File: src/common/fepc_params.svh
/*
  Constants of the fast ethernet coding path: code-groups, scrambler
  layout, lock and hold-timer figures. Included by package and modules except fepc_buf.
*/
`ifndef FEPC_PARAMS_SVH
`define FEPC_PARAMS_SVH

`define FEPC_NIB_W        4
`define FEPC_SYM_W        5
`define FEPC_CODE_IDLE    5'h1f
`define FEPC_CODE_J       5'h18
`define FEPC_CODE_K       5'h11
`define FEPC_CODE_T       5'h0d
`define FEPC_CODE_R       5'h07
`define FEPC_CODE_HALT    5'h04
`define FEPC_LFSR_W       11
`define FEPC_TAP_HI       10
`define FEPC_TAP_LO       8
`define FEPC_SEED_FILL    7'h55
`define FEPC_CLK_MHZ      40
`define FEPC_HOLD_US      722
`define FEPC_HOLD_CYCLES  (`FEPC_HOLD_US * `FEPC_CLK_MHZ)
`define FEPC_LOCK_IDLES   12
`define FEPC_LOCK_BITS    (`FEPC_LOCK_IDLES * `FEPC_SYM_W)
`define FEPC_MON_BITS     58
`define FEPC_BUF_DEPTH    2

`endif

File: src/common/fepc_pkg.sv
/*
  Types of the fast ethernet coding path.
  Assumes fepc_params.svh is on the include path.
*/
`default_nettype none
`include "fepc_params.svh"

package fepc_pkg;

  typedef enum logic [2:0] {
    TX_IDLE = 3'b000,
    TX_J    = 3'b001,
    TX_K    = 3'b010,
    TX_DATA = 3'b011,
    TX_T    = 3'b100,
    TX_R    = 3'b101
  } fepc_tx_state_t;

  typedef struct packed {
    logic                   en;
    logic [`FEPC_NIB_W-1:0] nib;
  } fepc_mac_word_t;

  typedef struct packed {
    logic pos;
    logic neg;
  } fepc_line_t;

  typedef struct packed {
    logic [`FEPC_SYM_W-1:0] sym;
    logic [`FEPC_NIB_W-1:0] nib;
    logic                   is_data;
  } fepc_rx_word_t;

endpackage

`default_nettype wire

File: src/hdl/fepc_buf.sv
/*
  Small ring buffer with valid/ready on both sides; ready and valid come
  from flip-flops. Assumes one clock and an asynchronous active-low reset.
*/
`timescale 1ns/1ps
`default_nettype none

module fepc_buf #(
  parameter int WIDTH = 5,
  parameter int DEPTH = 2
) (
  input  wire logic             clk_in,       // clock
  input  wire logic             reset_n_in,   // async reset, low
  input  wire logic [WIDTH-1:0] in_data_in,   // write data
  input  wire logic             in_valid_in,  // write request
  output logic                  in_ready_out, // room left
  output logic      [WIDTH-1:0] out_data_out, // head entry
  output logic                  out_valid_out,// head valid
  input  wire logic             out_ready_in  // head taken
);
  localparam int PW = (DEPTH > 1) ? $clog2(DEPTH) : 1;

  generate
    if (DEPTH < 2 || (DEPTH & (DEPTH - 1)) != 0) begin : g_bad_depth
      $error("fepc_buf: DEPTH must be a power of two, at least 2");
    end
  endgenerate

  logic [WIDTH-1:0] mem [DEPTH];
  logic [PW-1:0]    wr_ptr;
  logic [PW-1:0]    rd_ptr;
  logic [PW:0]      count;
  logic             push;
  logic             pop;
  logic [PW:0]      next_count;

  assign push = in_valid_in && in_ready_out;
  assign pop  = out_valid_out && out_ready_in;
  assign out_data_out = mem[rd_ptr];

  always_comb begin
    next_count = count;
    if (push && !pop) begin
      next_count = count + (PW+1)'(1);
    end else if (pop && !push) begin
      next_count = count - (PW+1)'(1);
    end
  end

  always_ff @(posedge clk_in) begin
    if (push) begin
      mem[wr_ptr] <= in_data_in;
    end
  end

  always_ff @(posedge clk_in or negedge reset_n_in) begin
    if (!reset_n_in) begin
      wr_ptr        <= '0;
      rd_ptr        <= '0;
      count         <= '0;
      in_ready_out  <= 1'b0;
      out_valid_out <= 1'b0;
    end else begin
      if (push) begin
        wr_ptr <= wr_ptr + PW'(1);
      end
      if (pop) begin
        rd_ptr <= rd_ptr + PW'(1);
      end
      count         <= next_count;
      in_ready_out  <= next_count != (PW+1)'(DEPTH);
      out_valid_out <= next_count != '0;
    end
  end
endmodule // fepc_buf

`default_nettype wire

File: src/hdl/fepc_core.sv
/*
  Fast ethernet coding path: 4B/5B encoder with delimiters and idle fill,
  scrambler, NRZI and MLT-3 split on transmit; MLT-3/NRZI decode,
  descrambler lock with hold timer, 5-bit grouping on receive.
  Assumes one bit time per clock, nibble words from a MAC over valid/ready,
  and line streams already equalised and sampled on clk_in.
//
// Functional notes
// - each MAC nibble becomes one 5-bit code-group
// - frame start sends J then K
// - later nibbles encoded while frame lasts
// - enable dropping ends frame with T, R
// - idle code-groups fill between frames
// - 11-bit LFSR key xored onto serial stream
// - scrambler seed taken from address straps 4:1
// - scrambled stream NRZI encoded before line stage
// - NRZI ones alternate between two line streams
// - transmit line carries only MLT-3 coding
// - receive path turns line into nibbles
// - link pulses alone keep signal detect low
// - MLT-3 to NRZI, then NRZI to NRZ
// - received bits grouped into 5-bit symbols
// - descrambler key matches far-end scrambler
// - lock after twelve consecutive idle groups
// - lock starts 722 us hold countdown
// - 58 idle bits restart the countdown
// - hold expiry drops lock, full restart
// - data nibbles use the fixed 4B/5B table
// - idle is 11111, halt 00100
*/
`timescale 1ns/1ps
`default_nettype none

`include "fepc_params.svh"

module fepc_core
  import fepc_pkg::*;
#(
  parameter int HOLD_CYCLES = `FEPC_HOLD_CYCLES,
  parameter int BUF_DEPTH   = `FEPC_BUF_DEPTH
) (
  input  wire logic           clk_in,                 // bit clock
  input  wire logic           reset_n_in,             // async reset, low
  input  wire logic [4:0]     station_address_straps_in, // address straps
  input  wire fepc_mac_word_t mac_tx_in,              // enable and nibble
  input  wire logic           mac_tx_valid_in,        // word offered
  output logic                mac_tx_ready_out,       // word accepted
  output fepc_line_t          tx_line_out,            // MLT-3 pair
  input  wire fepc_line_t     rx_line_in,             // sliced MLT-3 pair
  input  wire logic           rx_energy_in,           // line energy seen
  input  wire logic           rx_link_pulse_in,       // NLP/FLP activity
  output logic                signal_detect_out,      // 100M signal
  output logic                rx_locked_out,          // descrambler lock
  output fepc_rx_word_t       rx_word_out,            // symbol and nibble
  output logic                rx_word_valid_out       // one-cycle strobe
);
  localparam int HOLD_W = $clog2(HOLD_CYCLES + 1);
  localparam logic [HOLD_W-1:0] HOLD_LOAD = HOLD_W'(HOLD_CYCLES - 1);
  localparam logic [5:0] LOCK_LAST = 6'(`FEPC_LOCK_BITS - 1);
  localparam logic [5:0] MON_LAST  = 6'(`FEPC_MON_BITS - 1);

  generate
    if (HOLD_CYCLES < 2) begin : g_bad_hold
      $error("fepc_core: HOLD_CYCLES must be at least 2");
    end
  endgenerate

  function automatic logic [4:0] fepc_encode(input logic [3:0] nib);
    logic [4:0] code;
    case (nib)
      4'h0: code = 5'h1e;
      4'h1: code = 5'h09;
      4'h2: code = 5'h14;
      4'h3: code = 5'h15;
      4'h4: code = 5'h0a;
      4'h5: code = 5'h0b;
      4'h6: code = 5'h0e;
      4'h7: code = 5'h0f;
      4'h8: code = 5'h12;
      4'h9: code = 5'h13;
      4'ha: code = 5'h16;
      4'hb: code = 5'h17;
      4'hc: code = 5'h1a;
      4'hd: code = 5'h1b;
      4'he: code = 5'h1c;
      default: code = 5'h1d;
    endcase
    return code;
  endfunction

  // inverse table; anything else is control or invalid
  function automatic logic [4:0] fepc_decode(input logic [4:0] sym);
    logic [4:0] res;
    res = 5'h00;
    for (int i = 0; i < 16; i++) begin
      if (fepc_encode(4'(i)) == sym) begin
        res = {1'b1, 4'(i)};
      end
    end
    return res;
  endfunction

  // ---- transmit ----
  fepc_mac_word_t head;
  logic           head_valid;
  logic           pop;
  logic           next_pop;
  logic [2:0]     bit_cnt;
  logic           boundary;
  fepc_tx_state_t tx_state;
  fepc_tx_state_t next_state;
  logic [4:0]     tx_sym;
  logic [4:0]     next_sym;
  logic [4:0]     tx_sr;
  logic [10:0]    scr;
  logic           scr_key;
  logic           scr_bit;
  logic           seeded;
  logic           nrzi;
  logic           phase;

  fepc_buf #(
    .WIDTH ($bits(fepc_mac_word_t)),
    .DEPTH (BUF_DEPTH)
  ) u_txbuf (
    .clk_in        (clk_in),
    .reset_n_in    (reset_n_in),
    .in_data_in    (mac_tx_in),
    .in_valid_in   (mac_tx_valid_in),
    .in_ready_out  (mac_tx_ready_out),
    .out_data_out  (head),
    .out_valid_out (head_valid),
    .out_ready_in  (pop)
  );

  assign boundary = (bit_cnt == 3'h4);
  assign pop      = boundary && next_pop;

  always_ff @(posedge clk_in or negedge reset_n_in) begin
    if (!reset_n_in) begin
      bit_cnt <= 3'h0;
    end else begin
      bit_cnt <= boundary ? 3'h0 : bit_cnt + 3'h1;
    end
  end

  always_comb begin
    next_state = tx_state;
    next_sym   = `FEPC_CODE_IDLE;
    next_pop   = 1'b0;
    case (tx_state)
      TX_IDLE, TX_R: begin
        if (head_valid && head.en) begin
          next_sym   = `FEPC_CODE_J;
          next_state = TX_J;
          next_pop   = 1'b1;
        end else begin
          next_sym   = `FEPC_CODE_IDLE;
          next_state = TX_IDLE;
          next_pop   = head_valid;
        end
      end
      TX_J: begin
        next_sym   = `FEPC_CODE_K;
        next_state = TX_K;
        next_pop   = head_valid;
      end
      TX_K, TX_DATA: begin
        if (head_valid && head.en) begin
          next_sym   = fepc_encode(head.nib);
          next_state = TX_DATA;
          next_pop   = 1'b1;
        end else begin
          // an empty buffer also ends the frame: no stretching on underrun
          next_sym   = `FEPC_CODE_T;
          next_state = TX_T;
          next_pop   = head_valid;
        end
      end
      TX_T: begin
        next_sym   = `FEPC_CODE_R;
        next_state = TX_R;
        next_pop   = head_valid && !head.en;
      end
      default: begin
        next_sym   = `FEPC_CODE_IDLE;
        next_state = TX_IDLE;
      end
    endcase
  end

  always_ff @(posedge clk_in or negedge reset_n_in) begin
    if (!reset_n_in) begin
      tx_state <= TX_IDLE;
      tx_sym   <= `FEPC_CODE_IDLE;
      tx_sr    <= `FEPC_CODE_IDLE;
    end else if (boundary) begin
      tx_state <= next_state;
      tx_sym   <= next_sym;
      tx_sr    <= next_sym;
    end else begin
      tx_sr    <= {tx_sr[3:0], 1'b0};
    end
  end

  assign scr_key = scr[`FEPC_TAP_HI] ^ scr[`FEPC_TAP_LO];
  assign scr_bit = tx_sr[4] ^ scr_key;

  // seed is caught after reset release; straps are not sampled under reset
  always_ff @(posedge clk_in or negedge reset_n_in) begin
    if (!reset_n_in) begin
      seeded <= 1'b0;
      scr    <= 11'h7ff;
    end else if (!seeded) begin
      seeded <= 1'b1;
      scr    <= {station_address_straps_in[4:1], `FEPC_SEED_FILL};
    end else begin
      scr    <= {scr[9:0], scr_key};
    end
  end

  always_ff @(posedge clk_in or negedge reset_n_in) begin
    if (!reset_n_in) begin
      nrzi        <= 1'b0;
      phase       <= 1'b0;
      tx_line_out <= '0;
    end else begin
      nrzi        <= nrzi ^ scr_bit;
      // legs swap only after a run ends, so the pair never jumps pos to neg
      phase       <= phase ^ (!nrzi && (tx_line_out.pos || tx_line_out.neg));
      // only the MLT-3 pair exists; no binary mode is offered
      tx_line_out <= '{pos: nrzi && !phase, neg: nrzi && phase};
    end
  end

  // ---- receive ----
  logic        rx_nrzi;
  logic        rx_prev;
  logic        rx_nrz;
  logic [10:0] dsc;
  logic        dsc_key;
  logic        ud;
  logic [5:0]  lock_run;
  logic [5:0]  mon_run;
  logic [HOLD_W-1:0] hold;
  logic [2:0]  rx_cnt;
  logic [3:0]  rx_acc;
  logic [4:0]  next_rx_sym;
  logic [4:0]  rx_dec;

  always_ff @(posedge clk_in or negedge reset_n_in) begin
    if (!reset_n_in) begin
      signal_detect_out <= 1'b0;
      rx_nrzi           <= 1'b0;
      rx_prev           <= 1'b0;
    end else begin
      signal_detect_out <= rx_energy_in && !rx_link_pulse_in;
      rx_nrzi           <= rx_line_in.pos || rx_line_in.neg;
      rx_prev           <= rx_nrzi;
    end
  end

  assign rx_nrz  = rx_nrzi ^ rx_prev;
  assign dsc_key = dsc[`FEPC_TAP_HI] ^ dsc[`FEPC_TAP_LO];
  assign ud      = rx_nrz ^ dsc_key;

  always_ff @(posedge clk_in or negedge reset_n_in) begin
    if (!reset_n_in) begin
      dsc           <= '0;
      lock_run      <= 6'h00;
      mon_run       <= 6'h00;
      hold          <= '0;
      rx_locked_out <= 1'b0;
    end else if (!signal_detect_out) begin
      lock_run      <= 6'h00;
      mon_run       <= 6'h00;
      rx_locked_out <= 1'b0;
    end else if (!rx_locked_out) begin
      // idle is all ones, so the key is the inverted line bit
      dsc <= {dsc[9:0], !rx_nrz};
      if (ud) begin
        lock_run <= lock_run + 6'h01;
      end else begin
        lock_run <= 6'h00;
      end
      if (ud && lock_run == LOCK_LAST) begin
        rx_locked_out <= 1'b1;
        hold          <= HOLD_LOAD;
        mon_run       <= 6'h00;
      end
    end else begin
      dsc <= {dsc[9:0], dsc_key};
      if (ud && mon_run == MON_LAST) begin
        mon_run <= 6'h00;
        hold    <= HOLD_LOAD;
      end else begin
        mon_run <= ud ? mon_run + 6'h01 : 6'h00;
        if (hold == '0) begin
          rx_locked_out <= 1'b0;
          lock_run      <= 6'h00;
          dsc           <= '0;
        end else begin
          hold <= hold - HOLD_W'(1);
        end
      end
    end
  end

  assign next_rx_sym = {rx_acc, ud};
  assign rx_dec      = fepc_decode(next_rx_sym);

  always_ff @(posedge clk_in or negedge reset_n_in) begin
    if (!reset_n_in) begin
      rx_cnt            <= 3'h0;
      rx_acc            <= 4'h0;
      rx_word_out       <= '0;
      rx_word_valid_out <= 1'b0;
    end else begin
      rx_word_valid_out <= 1'b0;
      if (!rx_locked_out || !signal_detect_out) begin
        rx_cnt <= 3'h0;
      end else begin
        rx_acc <= next_rx_sym[3:0];
        if (rx_cnt == 3'h4) begin
          rx_cnt            <= 3'h0;
          rx_word_valid_out <= 1'b1;
          rx_word_out       <= '{sym: next_rx_sym, nib: rx_dec[3:0], is_data: rx_dec[4]};
        end else begin
          rx_cnt <= rx_cnt + 3'h1;
        end
      end
    end
  end
endmodule // fepc_core

`default_nettype wire

File: config.mk
export PLATFORM = sky130hd
export DESIGN_NAME = fepc_core
export DESIGN_NICKNAME = d
export VERILOG_FILES = /design/src/common/fepc_pkg.sv /design/src/hdl/fepc_buf.sv /design/src/hdl/fepc_core.sv
export VERILOG_INCLUDE_DIRS = /design/src /design/src/common
export SDC_FILE = /design/constraint.sdc
export NUM_CORES = 1
export LEC_CHECK = 0
export ABC_AREA = 1
export ABC_CLOCK_PERIOD_IN_PS = 2100
export BUFFER_PORTS_ARGS = -buffer_cell sky130_fd_sc_hd__buf_2
export CORE_MARGIN = 3
export CORE_UTILIZATION = 25
export CTS_CLUSTER_DIAMETER = 100
export DETAILED_ROUTE_END_ITERATION = 8
export HOLD_SLACK_MARGIN = 0.03
export SETUP_SLACK_MARGIN = 0.1
export SYNTH_ARGS = -nofsm -noshare
export SYNTH_HDL_FRONTEND = slang
export SYNTH_SLANG_ARGS = --single-unit
File: constraint.sdc
create_clock -name clk_in -period 2.1 [get_ports clk_in]
set_input_delay 0.42 -clock clk_in [delete_from_list [all_inputs] [get_ports clk_in]]
set_output_delay 0.42 -clock clk_in [all_outputs]
set_load 0.005 [all_outputs]
* Yosys cells after proc, flatten, opt, wreduce, memory -nomap -nowiden
Memory sizes are Yosys's and may differ from the RTL's.
Index checks and enable logic that the tools add are counted.
** Word-level totals
- Register bits :: 93
- RAM bits :: 10
- Memory bits (read-only) :: 80
- Input port bits :: 17
- Word-level logic and storage cells :: 169
- Memories kept :: 2
** Operators by class
- Add/subtract/negate cells :: 9
- Equality and inequality tests :: 30
- Multiplexer cells :: 57
- Bitwise operators :: 8
- Reduce and logical (&&, ||, !) cells :: 35
** Memory list
- (no name shown) :: words 16, bits a word 5, read ports 1, clocked after Yosys merged registers in 0, write ports 0, RTL line fepc_core.sv:70 : case (nib)
- u_txbuf.mem :: words 2, bits a word 5, read ports 1, clocked after Yosys merged registers in 0, write ports 1, RTL line fepc_buf.sv:29 : logic [WIDTH-1:0] mem [DEPTH];
** Operators by type and width (count)
- two-way mux 5 bit :: 18
- two-way mux 15 bit :: 4
- two-way mux 6 bit :: 10
- == test 5 bit (first input constant) :: 11
- two-way mux 11 bit :: 4
- == test 4 x 5 -> 1 bit (first input constant) :: 5
- case mux 5 bit (4 select lines) :: 1
- logical NOT 15 bit :: 1
- two-way mux 3 bit :: 5
- subtractor 15 x 1 -> 15 bit (second input constant) :: 1
- logical AND 1 bit :: 13
- adder 6 x 1 -> 6 bit (second input constant) :: 2
- == test 3 bit (second input constant) :: 4
- == test 6 bit (second input constant) :: 2
- case mux 3 bit (4 select lines) :: 1
- two-way mux 1 bit :: 11
- logical NOT 1 bit :: 9
- bitwise XOR 1 bit :: 7
- adder 3 x 1 -> 3 bit (second input constant) :: 2
- == test 3 x 2 -> 1 bit (second input constant) :: 2
- inequality test 3 bit (second input constant) :: 2
- two-way mux 2 bit :: 2
- AND reduction 2 bit :: 2
- nonzero test 2 bit :: 2
- 14 further kinds :: 18

* Depth between registers and ports, before layout
Gate-level depths: netlist (run 1).
- Word-level depth :: 19
- Mapped depth :: 12

* Cells and area by module
Synthesis (run 1) repeated with hierarchy kept, for this count alone.
** Unflattened totals
- Cells, all modules :: 636
- Area total of the unflattened synthesis :: 5226.3 um2
** Modules (own cells, without submodules)
- fepc_core :: instances 1, cells each 579, area each 4571.9 um2
- fepc_buf :: instances 1, cells each 57, area each 654.4 um2

* Least setup slack after synthesis (run 1)
Ideal clock, no wire load.
- Path type :: register to register
- Start :: register hold[0]
- End :: register hold[3]
- Data arrival time :: 1532 ps
- Required time :: 1983 ps
- Slack :: 451 ps
- Cell stages (with the launch flop) :: 11
- Buffers on the path :: 1
- Cell sequence :: dfrtp_1 > inv_1 > ha_1 > nand3_1 > nor2_4 > nand3_4 > nand2_4 > nand2_4 > buf_8 > nand2_2 > o21ai_2
** Between the ends
- Cells in the longest elaborated chain, start to end :: 4
- Elaborated cells on any way between the ends :: 7
- Those cells by class :: 1 x add/sub; 1 x eq/ne; 3 x mux; 2 x reduce/logical
** Ends and longest elaborated chain
- start: declaration :: RTL line fepc_core.sv:245 : logic [HOLD_W-1:0] hold;
- start signal: assignment :: RTL line fepc_core.sv:303 : hold <= hold - HOLD_W'(1);
- subtractor 15 x 1 -> 15 bit :: RTL line fepc_core.sv:303
- two-way mux 15 bit :: RTL line fepc_core.sv:298 : if (hold == '0) begin
- two-way mux 15 bit :: RTL line fepc_core.sv:293 : if (ud && mon_run == MON_LAST) begin
- two-way mux 15 bit :: RTL line fepc_core.sv:278 : end else if (!rx_locked_out) begin
Several ways; a longest one is shown, not always the timed one. The select of a mux whose other input is x is not followed.
A chain may end at the register's enable or synchronous reset.

* Worst setup path after layout (run 1)
- Start :: register mon_run[1]
- End :: register lock_run[2]
** Between the ends
- Cells in the longest elaborated chain, start to end :: 4
** Ends and longest elaborated chain
- start: declaration :: RTL line fepc_core.sv:244 : logic [5:0] mon_run;
- start signal: assignment :: RTL line fepc_core.sv:297 : mon_run <= ud ? mon_run + 6'h01 : 6'h00;
- == test 6 bit :: RTL line fepc_core.sv:293
- logical AND 1 bit :: RTL line fepc_core.sv:293
- inequality test 3 bit (no line)
- AND reduction 2 bit (no line)
- end signal: assignment :: RTL line fepc_core.sv:282 : lock_run <= lock_run + 6'h01;
- end: declaration :: RTL line fepc_core.sv:243 : logic [5:0] lock_run;
Every way passes these cells.

==> metrics list, run 1 <==
- Data on the critical path is required at its endpoint by 2.37 ns.
* Reported net switching power: 1500 uW
- Summing all flip-flop and latch instances after layout gives 2650 um2.
- Maximum cell stage delay along the critical path: 0.40 ns
- Proportion of netlist area held by the largest area contributor: 38.6%
* Sink count of the clock tree: 103
- 0 antenna diodes ended up in the layout.
- Clock period minus worst slack: 1.86 ns
- Grouping stages by cell kind, the critical path spends the most delay in simple AND/OR/NAND/NOR gates.
- Syn Nets: 592
- Internal: 3450 uW
* Run status: finished clean
- The die is 147 um tall.
- Total Routing Usage GR: 9.01%
- Post-synthesis instance total: 567
* Drt pass-1 iters: 4
- Clock latency on the worst-skew pair, taken at its later pin, is 0.35 ns.
- In this run the critical register-to-register path is launched from mon_run[1].
- 33 I/O pins were placed.
- In the post-synthesis netlist, the biggest area contributors are sky130_fd_sc_hd__dfrtp_1, sky130_fd_sc_hd__nand2_1, sky130_fd_sc_hd__dfstp_2, sky130_fd_sc_hd__edfxtp_1, sky130_fd_sc_hd__inv_1.
* Crit path cell chain: inv_1 > ha_1 > nand3b_1 > nor2_1 > nand2_8 > nand3_4 > nand2_4 > buf_4 > inv_1 > nor2_1 > a21oi_1
* Wire length of the first global-routing pass: 16.2 mm
- Critical path endpoint category: flop
- In this run, flip-flops and latches consume 49.3% of the power.
- Initial antenna violation count: 0
* Place WS: 0.199 ns
- After the last flow step, the layout net total stands at 629.
* Max-slew violation count: 0
* Final cell utilization of the core: 29.6%
* Portion of total power attributed to combinational logic: 19.1%
* Number of global-route vias before repair: 3518
- TritonCTS built the clock tree.
- Die Span X: 147 um
- Starting density of the core: 25.6%
- Power spread over the standard cell area amounts to 856 nW/um2.
- Between clock sinks in the finished design, the worst skew comes to 0.00890 ns.
- Relative slew slack: 60.0%
- Compared with the post-synthesis result, the final layout area differs by 15.7%.
* Bufs and invs on worst path: 3
- HPWL after detailed placement: 6.41 mm
- Setup repair after global routing could not meet its margin everywhere.
* Setup total negative slack: 0 ns
- During synthesis, Yosys emitted a total of 0 warnings.
- Hold repair after CTS inserted 0 buffers.
- Along the worst path, the maximum fanout reaches 16.
- Critical-path cell with the highest stage delay: sky130_fd_sc_hd__dfrtp_1
- In this run the worst hold path is classified as input port to async pin.
- IR analysis of the VDD net gives a maximum drop of 0.343 mV.
- The floorplan step defined a die boundary enclosing 21700 um2.
- Final hold violation count: 0
- The first routing iteration left 182 violations.
* Floorplan core area: 19500 um2
- Summed over all cells, the static leakage comes to 0.00282 uW.
- Share of layout cells above drive strength 1: 18.2%
- After synthesis, the netlist uses 41 different library cells.
* Pin count of the biggest net entering global routing: 46
- Site Rows: 51
* CTS H-tree depth: 3
- Syn Std Cell Area: 5000 um2
- Average footprint of a synthesized cell: 8.81 um2
- Summing over every cut layer, the via total after detailed routing is 3630.
* Clock share of power: 31.6%
* Wire per inst: 10.5 um
- After clock tree synthesis, the clock-pin slew on the worst setup and hold paths is 0.07 ns.
- Number of antenna-violating nets in the routed design: 0
* Proportion of synthesized chip area in sequential cells: 53.0%
* Number of setup violations in the final report: 0
* Net switching share of the total power: 30.3%
* Data arrival time at the worst-slack endpoint: 2.13 ns
* Port Buf Inserts: 31
* CTS buffer count: 9
* Worst hold slack: 0.0920 ns
- Tracing the worst setup path back leads to its startpoint at mon_run[1].
- Fmax: 0.537 GHz
- Fill cells in the final layout number 2085.
- The total overflow left after global routing is 0.
- Of the available clock period, the critical path in the final layout requires 88.7%.
- Buffers from clock root to sink, at most: 2
- Average vias per placed instance: 4.15
* Total of flip-flops plus latches after synthesis: 103
- Cell at the root of the clock tree: sky130_fd_sc_hd__clkbuf_16
- At the end of routability-driven placement, the weighted congestion stood at 0.821.
- Startpoint type of the worst setup path: flop
- For the pin with the worst max-slew slack, the measured transition is 0.600 ns.
- Path type of the worst setup path: flop to flop
- Sum of routed wire length over all layers: 9.21 mm
- Across the run, the number of max-cap violations was 0.
* DRC viols: 0
- The multi-input combinational cells in the finished layout cover a total of 2010 um2.
* Top cell type by total area after synthesis: sky130_fd_sc_hd__dfrtp_1
- Once routing completed, OpenROAD measured the worst setup slack at 0.237 ns.
==> cells in the final DEF (no fill, tap or decap), types with 9 or more instances in the layout <==
cell type                   instances
sky130_fd_sc_hd__a21oi_1           12
sky130_fd_sc_hd__nor2_1            50
sky130_fd_sc_hd__o21ai_0           38
sky130_fd_sc_hd__o21ai_2           11
sky130_fd_sc_hd__clkbuf_16          9
sky130_fd_sc_hd__inv_1             67
sky130_fd_sc_hd__nand3_1           39
sky130_fd_sc_hd__nor3_1            10
sky130_fd_sc_hd__xor2_1            10
sky130_fd_sc_hd__buf_2             30
sky130_fd_sc_hd__nand4_1           10
sky130_fd_sc_hd__nand2_1          138
sky130_fd_sc_hd__dfrtp_1           77
sky130_fd_sc_hd__edfxtp_1          10
sky130_fd_sc_hd__dfstp_2           16
==> final timing paths <==
kind / cells past startpoint / to / slack, ns
worst max-delay path: 11 / lock_run[2] / 0.24
worst min-delay path: 1 / u_txbuf.wr_ptr / 0.09
worst max register to register: 11 / lock_run[2] / 0.24
worst min register to register: 2 / scr[6] / 0.43
max in group asynchronous: 2 / rx_prev / 1.45
min in group clk_in: 2 / signal_detect_out / 0.22
==> routing by layer <==
| layer | global-route usage, % | vias to the layer above | routed length [um] |
|---|---|---|---|
| met4 | 3.91 | 0 | 176 |
| met3 | 1.79 | 13 | 298 |
| met1 | 12.5 | 1665 | 4810 |
| li1 | - | 1900 | - |
| met2 | 13.8 | 52 | 3930 |
| met5 | 0 | - | 0 |
==> repair_timing <==
item | 4_1_cts | 5_1_grt
setup buffers | 0 | 1
gates resized for setup | 0 | 4
endpoints found under the setup margin | 0 | 30
==> synthesized netlist by cell type <==
cell type	n
sky130_fd_sc_hd__a21oi_1	12
sky130_fd_sc_hd__a21oi_2	1
sky130_fd_sc_hd__a22oi_1	1
sky130_fd_sc_hd__a31oi_1	4
sky130_fd_sc_hd__buf_2	4
sky130_fd_sc_hd__buf_4	1
sky130_fd_sc_hd__buf_6	1
sky130_fd_sc_hd__buf_8	2
sky130_fd_sc_hd__clkbuf_1	5
sky130_fd_sc_hd__conb_1	1
sky130_fd_sc_hd__dfrtp_1	77
sky130_fd_sc_hd__dfstp_2	16
sky130_fd_sc_hd__edfxtp_1	10
sky130_fd_sc_hd__ha_1	8
sky130_fd_sc_hd__inv_1	67
sky130_fd_sc_hd__inv_2	6
sky130_fd_sc_hd__mux2_2	4
sky130_fd_sc_hd__nand2_1	139
sky130_fd_sc_hd__nand2_2	5
sky130_fd_sc_hd__nand2_4	4
sky130_fd_sc_hd__nand3_1	39
sky130_fd_sc_hd__nand3_2	2
sky130_fd_sc_hd__nand3_4	1
sky130_fd_sc_hd__nand3b_1	1
sky130_fd_sc_hd__nand4_1	10
sky130_fd_sc_hd__nor2_1	50
sky130_fd_sc_hd__nor2_2	1
sky130_fd_sc_hd__nor2_4	3
sky130_fd_sc_hd__nor2_8	1
sky130_fd_sc_hd__nor3_1	10
sky130_fd_sc_hd__nor4_1	1
sky130_fd_sc_hd__o2111ai_1	1
sky130_fd_sc_hd__o211ai_1	2
sky130_fd_sc_hd__o21ai_0	38
sky130_fd_sc_hd__o21ai_1	1
sky130_fd_sc_hd__o21ai_2	11
sky130_fd_sc_hd__o21bai_1	2
sky130_fd_sc_hd__o22ai_1	6
sky130_fd_sc_hd__or2_2	1
sky130_fd_sc_hd__xnor2_1	8
sky130_fd_sc_hd__xor2_1	10
==> layout make-up <==
type	instances	area share (%)
clock inverter	6	0.779
inverter	73	4.74
sequential	103	45.8
clock buffer	10	3.96
tap	265	5.73
timing repair buffer	39	4.20
multi-input combinational	378	34.8
==> metrics by stage <==
stage                     cells  total power, uW  instance area [um2]
after floorplan             567             3170                 5000
after global placement      857             3420                 5480
after detailed placement    857             3440                 5480
after CTS                   873             5030                 5750
after global routing        874             5290                 5780
final                       874             4950                 5780
==> cell families (layout without fill, tap and decap cells) <==
| logic type | Yosys count | in the layout | synth area share [%] |
|---|---|---|---|
| AOI/OAI and AO/OA | 79 | 79 | 9.39 |
| xor gates and xnor gates | 18 | 18 | 3.16 |
| adders and majority gates | 8 | 8 | 2.00 |
| buffers and inverters | 86 | 128 | 7.24 |
| DFF | 103 | 103 | 53.0 |
| muxes | 4 | 4 | 0.902 |
| other | 1 | 1 | 0.0751 |
| and+or+nand+nor | 268 | 268 | 24.2 |
==> flip-flops by register name (all words and copies together) (netlist names), 4 cells and up <==
signal and cells:
dsc 11, u_txbuf.mem 10, mon_run 6, hold 15, tx_sr 5, scr 11, rx_acc 4, rx_word_out 10
lock_run 6
==> power by group through the flow <==
stage / Clock, uW / Combinational (uW) / Sequential, uW
after floorplan: 0 / 723 / 2450
after global placement: 0 / 941 / 2480
after detailed placement: 0 / 958 / 2480
after CTS: 1620 / 963 / 2440
after global routing: 1700 / 1110 / 2480
final: 1560 / 947 / 2440
Power figures use the tool's default switching activity.
==> run 2, diff against run 1 <==
--- a/config.mk
+++ b/config.mk
@@ -14,6 +14,7 @@
 export CTS_CLUSTER_DIAMETER = 100
 export DETAILED_ROUTE_END_ITERATION = 8
 export HOLD_SLACK_MARGIN = 0.03
+export PLACE_DENSITY = 0.38
 export SETUP_SLACK_MARGIN = 0.1
 export SYNTH_ARGS = -nofsm -noshare
 export SYNTH_HDL_FRONTEND = slang
==> metrics list, run 2 (synthesized netlist as in run 1, its figures left out) <==
- Drt pass-1 iters: 6 (+2)
- In the layout the commonest cells are sky130_fd_sc_hd__nand2_1, sky130_fd_sc_hd__dfrtp_1, sky130_fd_sc_hd__inv_1, sky130_fd_sc_hd__nor2_1, sky130_fd_sc_hd__nand3_1.
- Startpoint type of the worst setup path: flop
* Run status: finished clean
* Total Routing Usage GR: 9.85% (+0.83 points)
- Number of cells in the design after placement: 861 (+0.47%)
* Worst reg2reg startpoint: hold[0]
- CTS H-tree depth: 3 (unchanged)
- The data required time at the worst endpoint was 2.33 ns (-0.04 ns).
* Vert. Die Dim: 147 um (unchanged)
- RSZ-0062 raised after global routing: no
- Clock Skews: 0.00614 ns (-0.00275 ns)
- The fraction of power consumed by the clock network came to 34.1% (+2.5 points).
* Site Rows: 51 (unchanged)
* Port Buf Inserts: 31 (unchanged)
* Critical-path cell with the highest stage delay: sky130_fd_sc_hd__dfrtp_1
- The number of cells upsized or downsized after cts came to 0 (unchanged).
* Antenna diodes: 0 (unchanged)
- The maximum cell stage delay along the critical path was 0.38 ns (-0.02 ns).
* Sink count of the clock tree: 103 (unchanged)
* 1st-iter DRT viols: 206 (+13%)
- Share of layout cells above drive strength 1: 18.6% (+0.37 points)
- The worst setup path is captured at a flop.
- Insertion delay of the later-clocked pin in the worst-skew pair: 0.35 ns (about the same)
- The number of buffers on the longest clock path came to 2 (unchanged).
- Number of global-route vias before repair: 3655 (+3.9%)
- The path class of the tightest hold or removal check is input port to flop.
- Worst hold slack: 0.215 ns (+0.123 ns)
- Internal: 3600 uW (+4.3%)
- The total setup violations reported at the end of the flow is 0 (unchanged).
- Part of the power in registers: 47.5% (-1.8 points)
- The final net count came to 633 (+0.64%).
* Area post-placement: 5490 um2 (+0.32%)
* Die Span X: 147 um (unchanged)
- Starting density of the core: 25.6% (unchanged)
- Net switching share of the total power: 30.1% (-0.20 points)
- Hold path startpoint: rx_link_pulse_in
- Max-cap viol count: 0 (unchanged)
* Number of antenna-violating nets in the routed design: 0 (unchanged)
* Most common cell after layout, fill and taps aside: sky130_fd_sc_hd__nand2_1
* Average vias per placed instance: 4.21 (+1.4%)
- Wire length of the first global-routing pass: 17.6 mm (+8.7%)
- The final estimated routing congestion in global placement came to 0.782 (-4.8%).
* R2R setup slack: 0.29 ns (+0.05 ns)
* Post-layout instance area: 5820 um2 (+0.67%)
- Final period utilization: 86.2% (-2.6 points)
- The net switching power is 1550 uW (+3.3%).
- Top Ports: 33 (unchanged)
- The critical path goes through inv_1 > ha_1 > nand3_1 > nor2_4 > nand3_4 > nand2_4 > buf_4 > inv_1 > nand2_1 > o21ai_0.
* Peak ir drop on the vdd network: 0.318 mV (-7.2%)
- Data arrival time at the worst-slack endpoint: 2.03 ns (-0.10 ns)
- The max-slew violation count came to 0 (unchanged).
- TritonCTS built the clock tree.
- Largest registers: hold (15), dsc (11), scr (11)
* Floorplan core area: 19500 um2 (unchanged)
* HPWL after detailed placement: 6.99 mm (+9.1%)
- Sum of routed wire length over all layers: 9.97 mm (+8.2%)
* Die outline area: 21700 um2 (unchanged)
- Reg with most FFs: hold
* Portion of total power attributed to combinational logic: 18.4% (-0.7 points)
- Path type of the worst setup path: flop to flop
- Clock-pin slew on the worst setup and hold paths: 0.07 ns (about the same)
- The upper clock frequency limit came to 0.553 GHz (+3.0%).
* Initial antenna violation count: 0 (unchanged)
* Final hold violation count: 0 (unchanged)
- The maximum net fanout on the critical path was 11 (-5).
* Detailed-route via count: 3698 (+1.9%)
* Total overflow reported by the global router: 0 (unchanged)
* Most frequent CP cell: sky130_fd_sc_hd__inv_1
- Pin count of the biggest net entering global routing: 47 (+2.2%)
- Cell at the root of the clock tree: sky130_fd_sc_hd__clkbuf_16
- The total negative slack for setup checks was 0 ns (unchanged).
- Critical path startpoint: hold[0]
- Leakage component of the power: 0.00286 uW (+1.5%)
- The final non-filler cell total came to 878 (+0.46%).
- Synthesis-to-finish area growth: 16.5%
- Clock period minus worst slack: 1.81 ns (-0.0536 ns)
* Power density cells: 885 nW/um2 (+3.3%)
* Largest register FFs: 15 (unchanged)
- CTS buffer count: 9 (unchanged)
- DRC viols: 0 (unchanged)
* Wire per inst: 11.4 um (+7.7%)
[run 2: layout make-up]
type | count | area, um2
timing repair buffer | 43 | 263
tap | 265 | 332
clock buffer | 11 | 275
multi-input combinational | 378 | 1990
fill | 2106 | 13700
sequential | 103 | 2650
inverter | 73 | 274
clock inverter | 5 | 42.5
[run 2: per-stage QoR]
step	util (%)	setup WS [ns]	total power, uW
2_1_floorplan	-	0.451	3170
4_1_cts	29.8	0.244	5250
3_3_place_gp	28.1	0.275	3430
6_report	29.8	0.290	5150
3_5_place_dp	28.1	0.254	3440
5_1_grt	29.8	0.115	5530
[run 2: repair_timing]
| item | 4_1_cts | 5_1_grt |
|---|---|---|
| buffers inserted | 0 | 0 |
| endpoints found under the hold margin | 13 | 0 |
| hold buffers | 1 | 0 |
[run 2: power groups by stage]
stage | registers [uW] | logic (uW) | clock network (uW)
3_5_place_dp | 2480 | 958 | 0
2_1_floorplan | 2450 | 723 | 0
4_1_cts | 2450 | 964 | 1840
6_report | 2440 | 947 | 1760
3_3_place_gp | 2480 | 949 | 0
5_1_grt | 2480 | 1130 | 1910
[run 2: path summary, 6_finish.rpt]
check | end | cells after the start
hold reg to reg | scr[1] | 2
setup reg to reg | lock_run[5] | 10
max in group asynchronous | tx_sr[3] | 3
min in group asynchronous | seeded | 2
setup / recovery | lock_run[5] | 10
hold / removal | signal_detect_out | 2
[run 2: worst max-delay path, delay by kind of cell (launching register included)]
kind / cells / cell delay [ns]
compound gates: 1 / 0.08
fa+ha+maj: 1 / 0.20
buf+inv: 3 / 0.41
flops: 1 / 0.38
simple gates: 5 / 0.63
[run 2: per-layer routing]
layer | wire length [um] | vias up | global-route usage, %
li1 | - | 1905 | -
met1 | 5000 | 1734 | 13.4
met2 | 4510 | 46 | 15.3
met3 | 255 | 13 | 1.91
met4 | 206 | 0 | 4.38
met5 | 0 | - | 0
==> run 3, diff against run 2 <==
--- a/config.mk
+++ b/config.mk
@@ -9,6 +9,7 @@
 export ABC_AREA = 1
 export ABC_CLOCK_PERIOD_IN_PS = 2100
 export BUFFER_PORTS_ARGS = -buffer_cell sky130_fd_sc_hd__buf_2
+export CORE_ASPECT_RATIO = 1.1
 export CORE_MARGIN = 3
 export CORE_UTILIZATION = 25
 export CTS_CLUSTER_DIAMETER = 100
==> metrics list, run 3 (synthesized netlist as in run 1, its figures left out) <==
- CTS H-tree depth: 3 (unchanged)
- Fmax: 0.565 GHz (+2.2%)
* Synthesis-to-finish area growth: 16.5% (about the same)
* Detailed-route via count: 3764 (+1.8%)
- Maximum cell stage delay along the critical path: 0.40 ns (+0.02 ns)
* Final Net Count: 634 (+0.16%)
* Highest-count cells in the layout ignoring fill and taps: sky130_fd_sc_hd__nand2_1, sky130_fd_sc_hd__dfrtp_1, sky130_fd_sc_hd__inv_1, sky130_fd_sc_hd__nor2_1, sky130_fd_sc_hd__nand3_1
- The full die area was 21700 um2 (about the same).
- The fraction of power consumed by the clock network came to 35.6% (+1.5 points).
- Final hold violation count: 0 (unchanged)
* Critical-path cell with the highest stage delay: sky130_fd_sc_hd__dfrtp_1
- The global-route wire length before repair is 17.9 mm (+1.8%).
- The number of buffers inserted by port buffering came to 31 (unchanged).
- Sink count of the clock tree: 103 (unchanged)
- Average vias per placed instance: 4.37 (+3.8%)
- The number of buffers on the longest clock path was 2 (unchanged).
* Initial antenna violation count: 0 (unchanged)
- HPWL after detailed placement: 7.26 mm (+3.8%)
- Clock Skews: 0.00919 ns (+0.00305 ns)
- Total Routing Usage GR: 10.0% (+0.16 points)
* Drt pass-1 iters: 4 (-2)
* Die Span X: 141 um (-4.5%)
- Number of antenna-violating nets in the routed design: 0 (unchanged)
* Internal: 3700 uW (+2.8%)
* Sum of routed wire length over all layers: 10.3 mm (+3.8%)
- The power per cell area came to 906 nW/um2 (+2.4%).
- Wire per inst: 12.0 um (+5.8%)
- Cell at the root of the clock tree: sky130_fd_sc_hd__clkbuf_16
* Most common cell after layout, fill and taps aside: sky130_fd_sc_hd__nand2_1
* Kind of cell adding the most delay to the critical path: simple AND/OR/NAND/NOR gates
- The final standard cell utilization of the core was 30.1% (+0.26 points).
- The number of fill cells in the layout is 2046 (-2.8%).
- Share of layout cells above drive strength 1: 18.7% (+0.13 points)
* Leakage component of the power: 0.00287 uW (+0.18%)
* Reported net switching power: 1580 uW (+1.7%)
* Critical path endpoint category: flop
* Insertion delay of the later-clocked pin in the worst-skew pair: 0.35 ns (about the same)
* Largest registers: hold (15), dsc (11), scr (11)
* 1st-iter DRT viols: 205 (-0.49%)
- Largest register FFs: 15 (unchanged)
- The maximum number of pins on one net before global-route repair was 51 (+8.5%).
- Clock-pin slew on the worst setup and hold paths: 0.07 ns (about the same)
- Routability congestion estimate from global placement: 0.812 (+3.9%)
* Top Ports: 33 (unchanged)
- The final hold slack was 0.217 ns (+0.00173 ns).
* Total overflow reported by the global router: 0 (unchanged)
* Reg with most FFs: hold
- The die extent in y came to 154 um (+4.7%).
* Top fanout value on the critical path: 25 (+14)
- Number of setup violations in the final report: 0 (unchanged)
* Startpoint type of the worst setup path: flop
- The sum of internal, switching and leakage power is 5270 uW (+2.4%).
- DRC viols: 0 (unchanged)
* Crit path cell chain: inv_1 > ha_1 > nand3b_1 > nor2_1 > nand2_4 > nand3_4 > nand2_4 > nand2_4 > nand2_1 > o21ai_2
- Floorplan core area: 19400 um2 (-0.83%)
* Setup total negative slack: 0 ns (unchanged)
- The max-capacitance violation count is 0 (unchanged).
- The total CTS buffers came to 9 (unchanged).
- Final period utilization: 84.3% (-1.9 points)
* Tightest Pin Transition: 0.513 ns
* Run status: finished clean
- Portion of total power attributed to combinational logic: 18.0% (-0.4 points)
* RSZ-0062 raised after global routing: no
- Critical path required time: 2.38 ns (+0.05 ns)
- The minimum clock period after layout is 1.77 ns (-0.0396 ns).
- The via count of the first global-routing pass was 3734 (+2.2%).
- Site Rows: 53 (+3.9%)
* Data arrival time at the worst-slack endpoint: 2.05 ns (+0.02 ns)
* Net switching share of the total power: 29.9% (-0.22 points)
* Starting density of the core: 25.8% (+0.21 points)
- The tightest min-delay check is of the input port to flop type.
- The combined buffer and inverter count along the critical path is 1 (-2).
- The maximum resistive drop on vdd was 0.444 mV (+39%).
- The most numerous cell type found on the critical path is sky130_fd_sc_hd__nand2_4.
- The critical path is of the flop to flop type.
- The sequential share of power came to 46.5% (-1.0 points).
- TritonCTS clock tree: done
* Antenna diodes: 0 (unchanged)
- Relative slew slack: 65.6%
* Max-slew violation count: 0 (unchanged)
## run 3: area by class of cell
class                      instances  area [um2]  share of cell area (%)
clock inverter                     7         104                    1.78
sequential                       103        2650                    45.5
clock buffer                       9         225                    3.87
tap                              247         309                    5.31
multi-input combinational        378        1990                    34.2
timing repair buffer              44         270                    4.64
inverter                          73         274                    4.71
## run 3: layer usage
| layer | up-vias | wire length [um] | GRT usage [%] |
|---|---|---|---|
| li1 | 1905 | - | - |
| met1 | 1789 | 5080 | 13.4 |
| met2 | 58 | 4710 | 15.9 |
| met3 | 12 | 375 | 2.16 |
| met4 | 0 | 176 | 3.83 |
| met5 | - | 0 | 0 |
## run 3: worst paths after layout
path                                  startpoint                 to  slack, ns  cells after the start
worst max register to register        mon_run[1]            hold[7]       0.33                     10
max in group asynchronous             reset_n_in             scr[7]       0.92                      3
min in group asynchronous             reset_n_in  rx_word_valid_out       0.49                      2
worst min register to register            scr[5]             scr[6]       0.43                      2
worst min-delay path            rx_link_pulse_in  signal_detect_out       0.22                      2
worst max-delay path                  mon_run[1]            hold[7]       0.33                     10
## run 3: what timing repair did
action | CTS | global route
endpoints found under the hold margin | 13 | 0
hold buffers | 1 | 0
endpoints found under the setup margin | 0 | 18
buffers inserted | 0 | 1
resized for setup | 0 | 1
## run 3: metrics by stage
stage	setup WS [ns]	cells	area (um2)
floorplan	0.451	567	5000
global placement	0.272	843	5470
finish	0.330	861	5820
CTS	0.228	860	5810
global route	0.126	861	5820
detailed placement	0.228	843	5470
## run 3: power groups by stage
stage          clock, uW  combinational (uW)  sequential (uW)
3_3_place_gp           0                 955             2480
3_5_place_dp           0                 962             2490
6_report            1880                 947             2450
4_1_cts             1950                 968             2450
2_1_floorplan          0                 723             2450
5_1_grt             2030                1090             2480
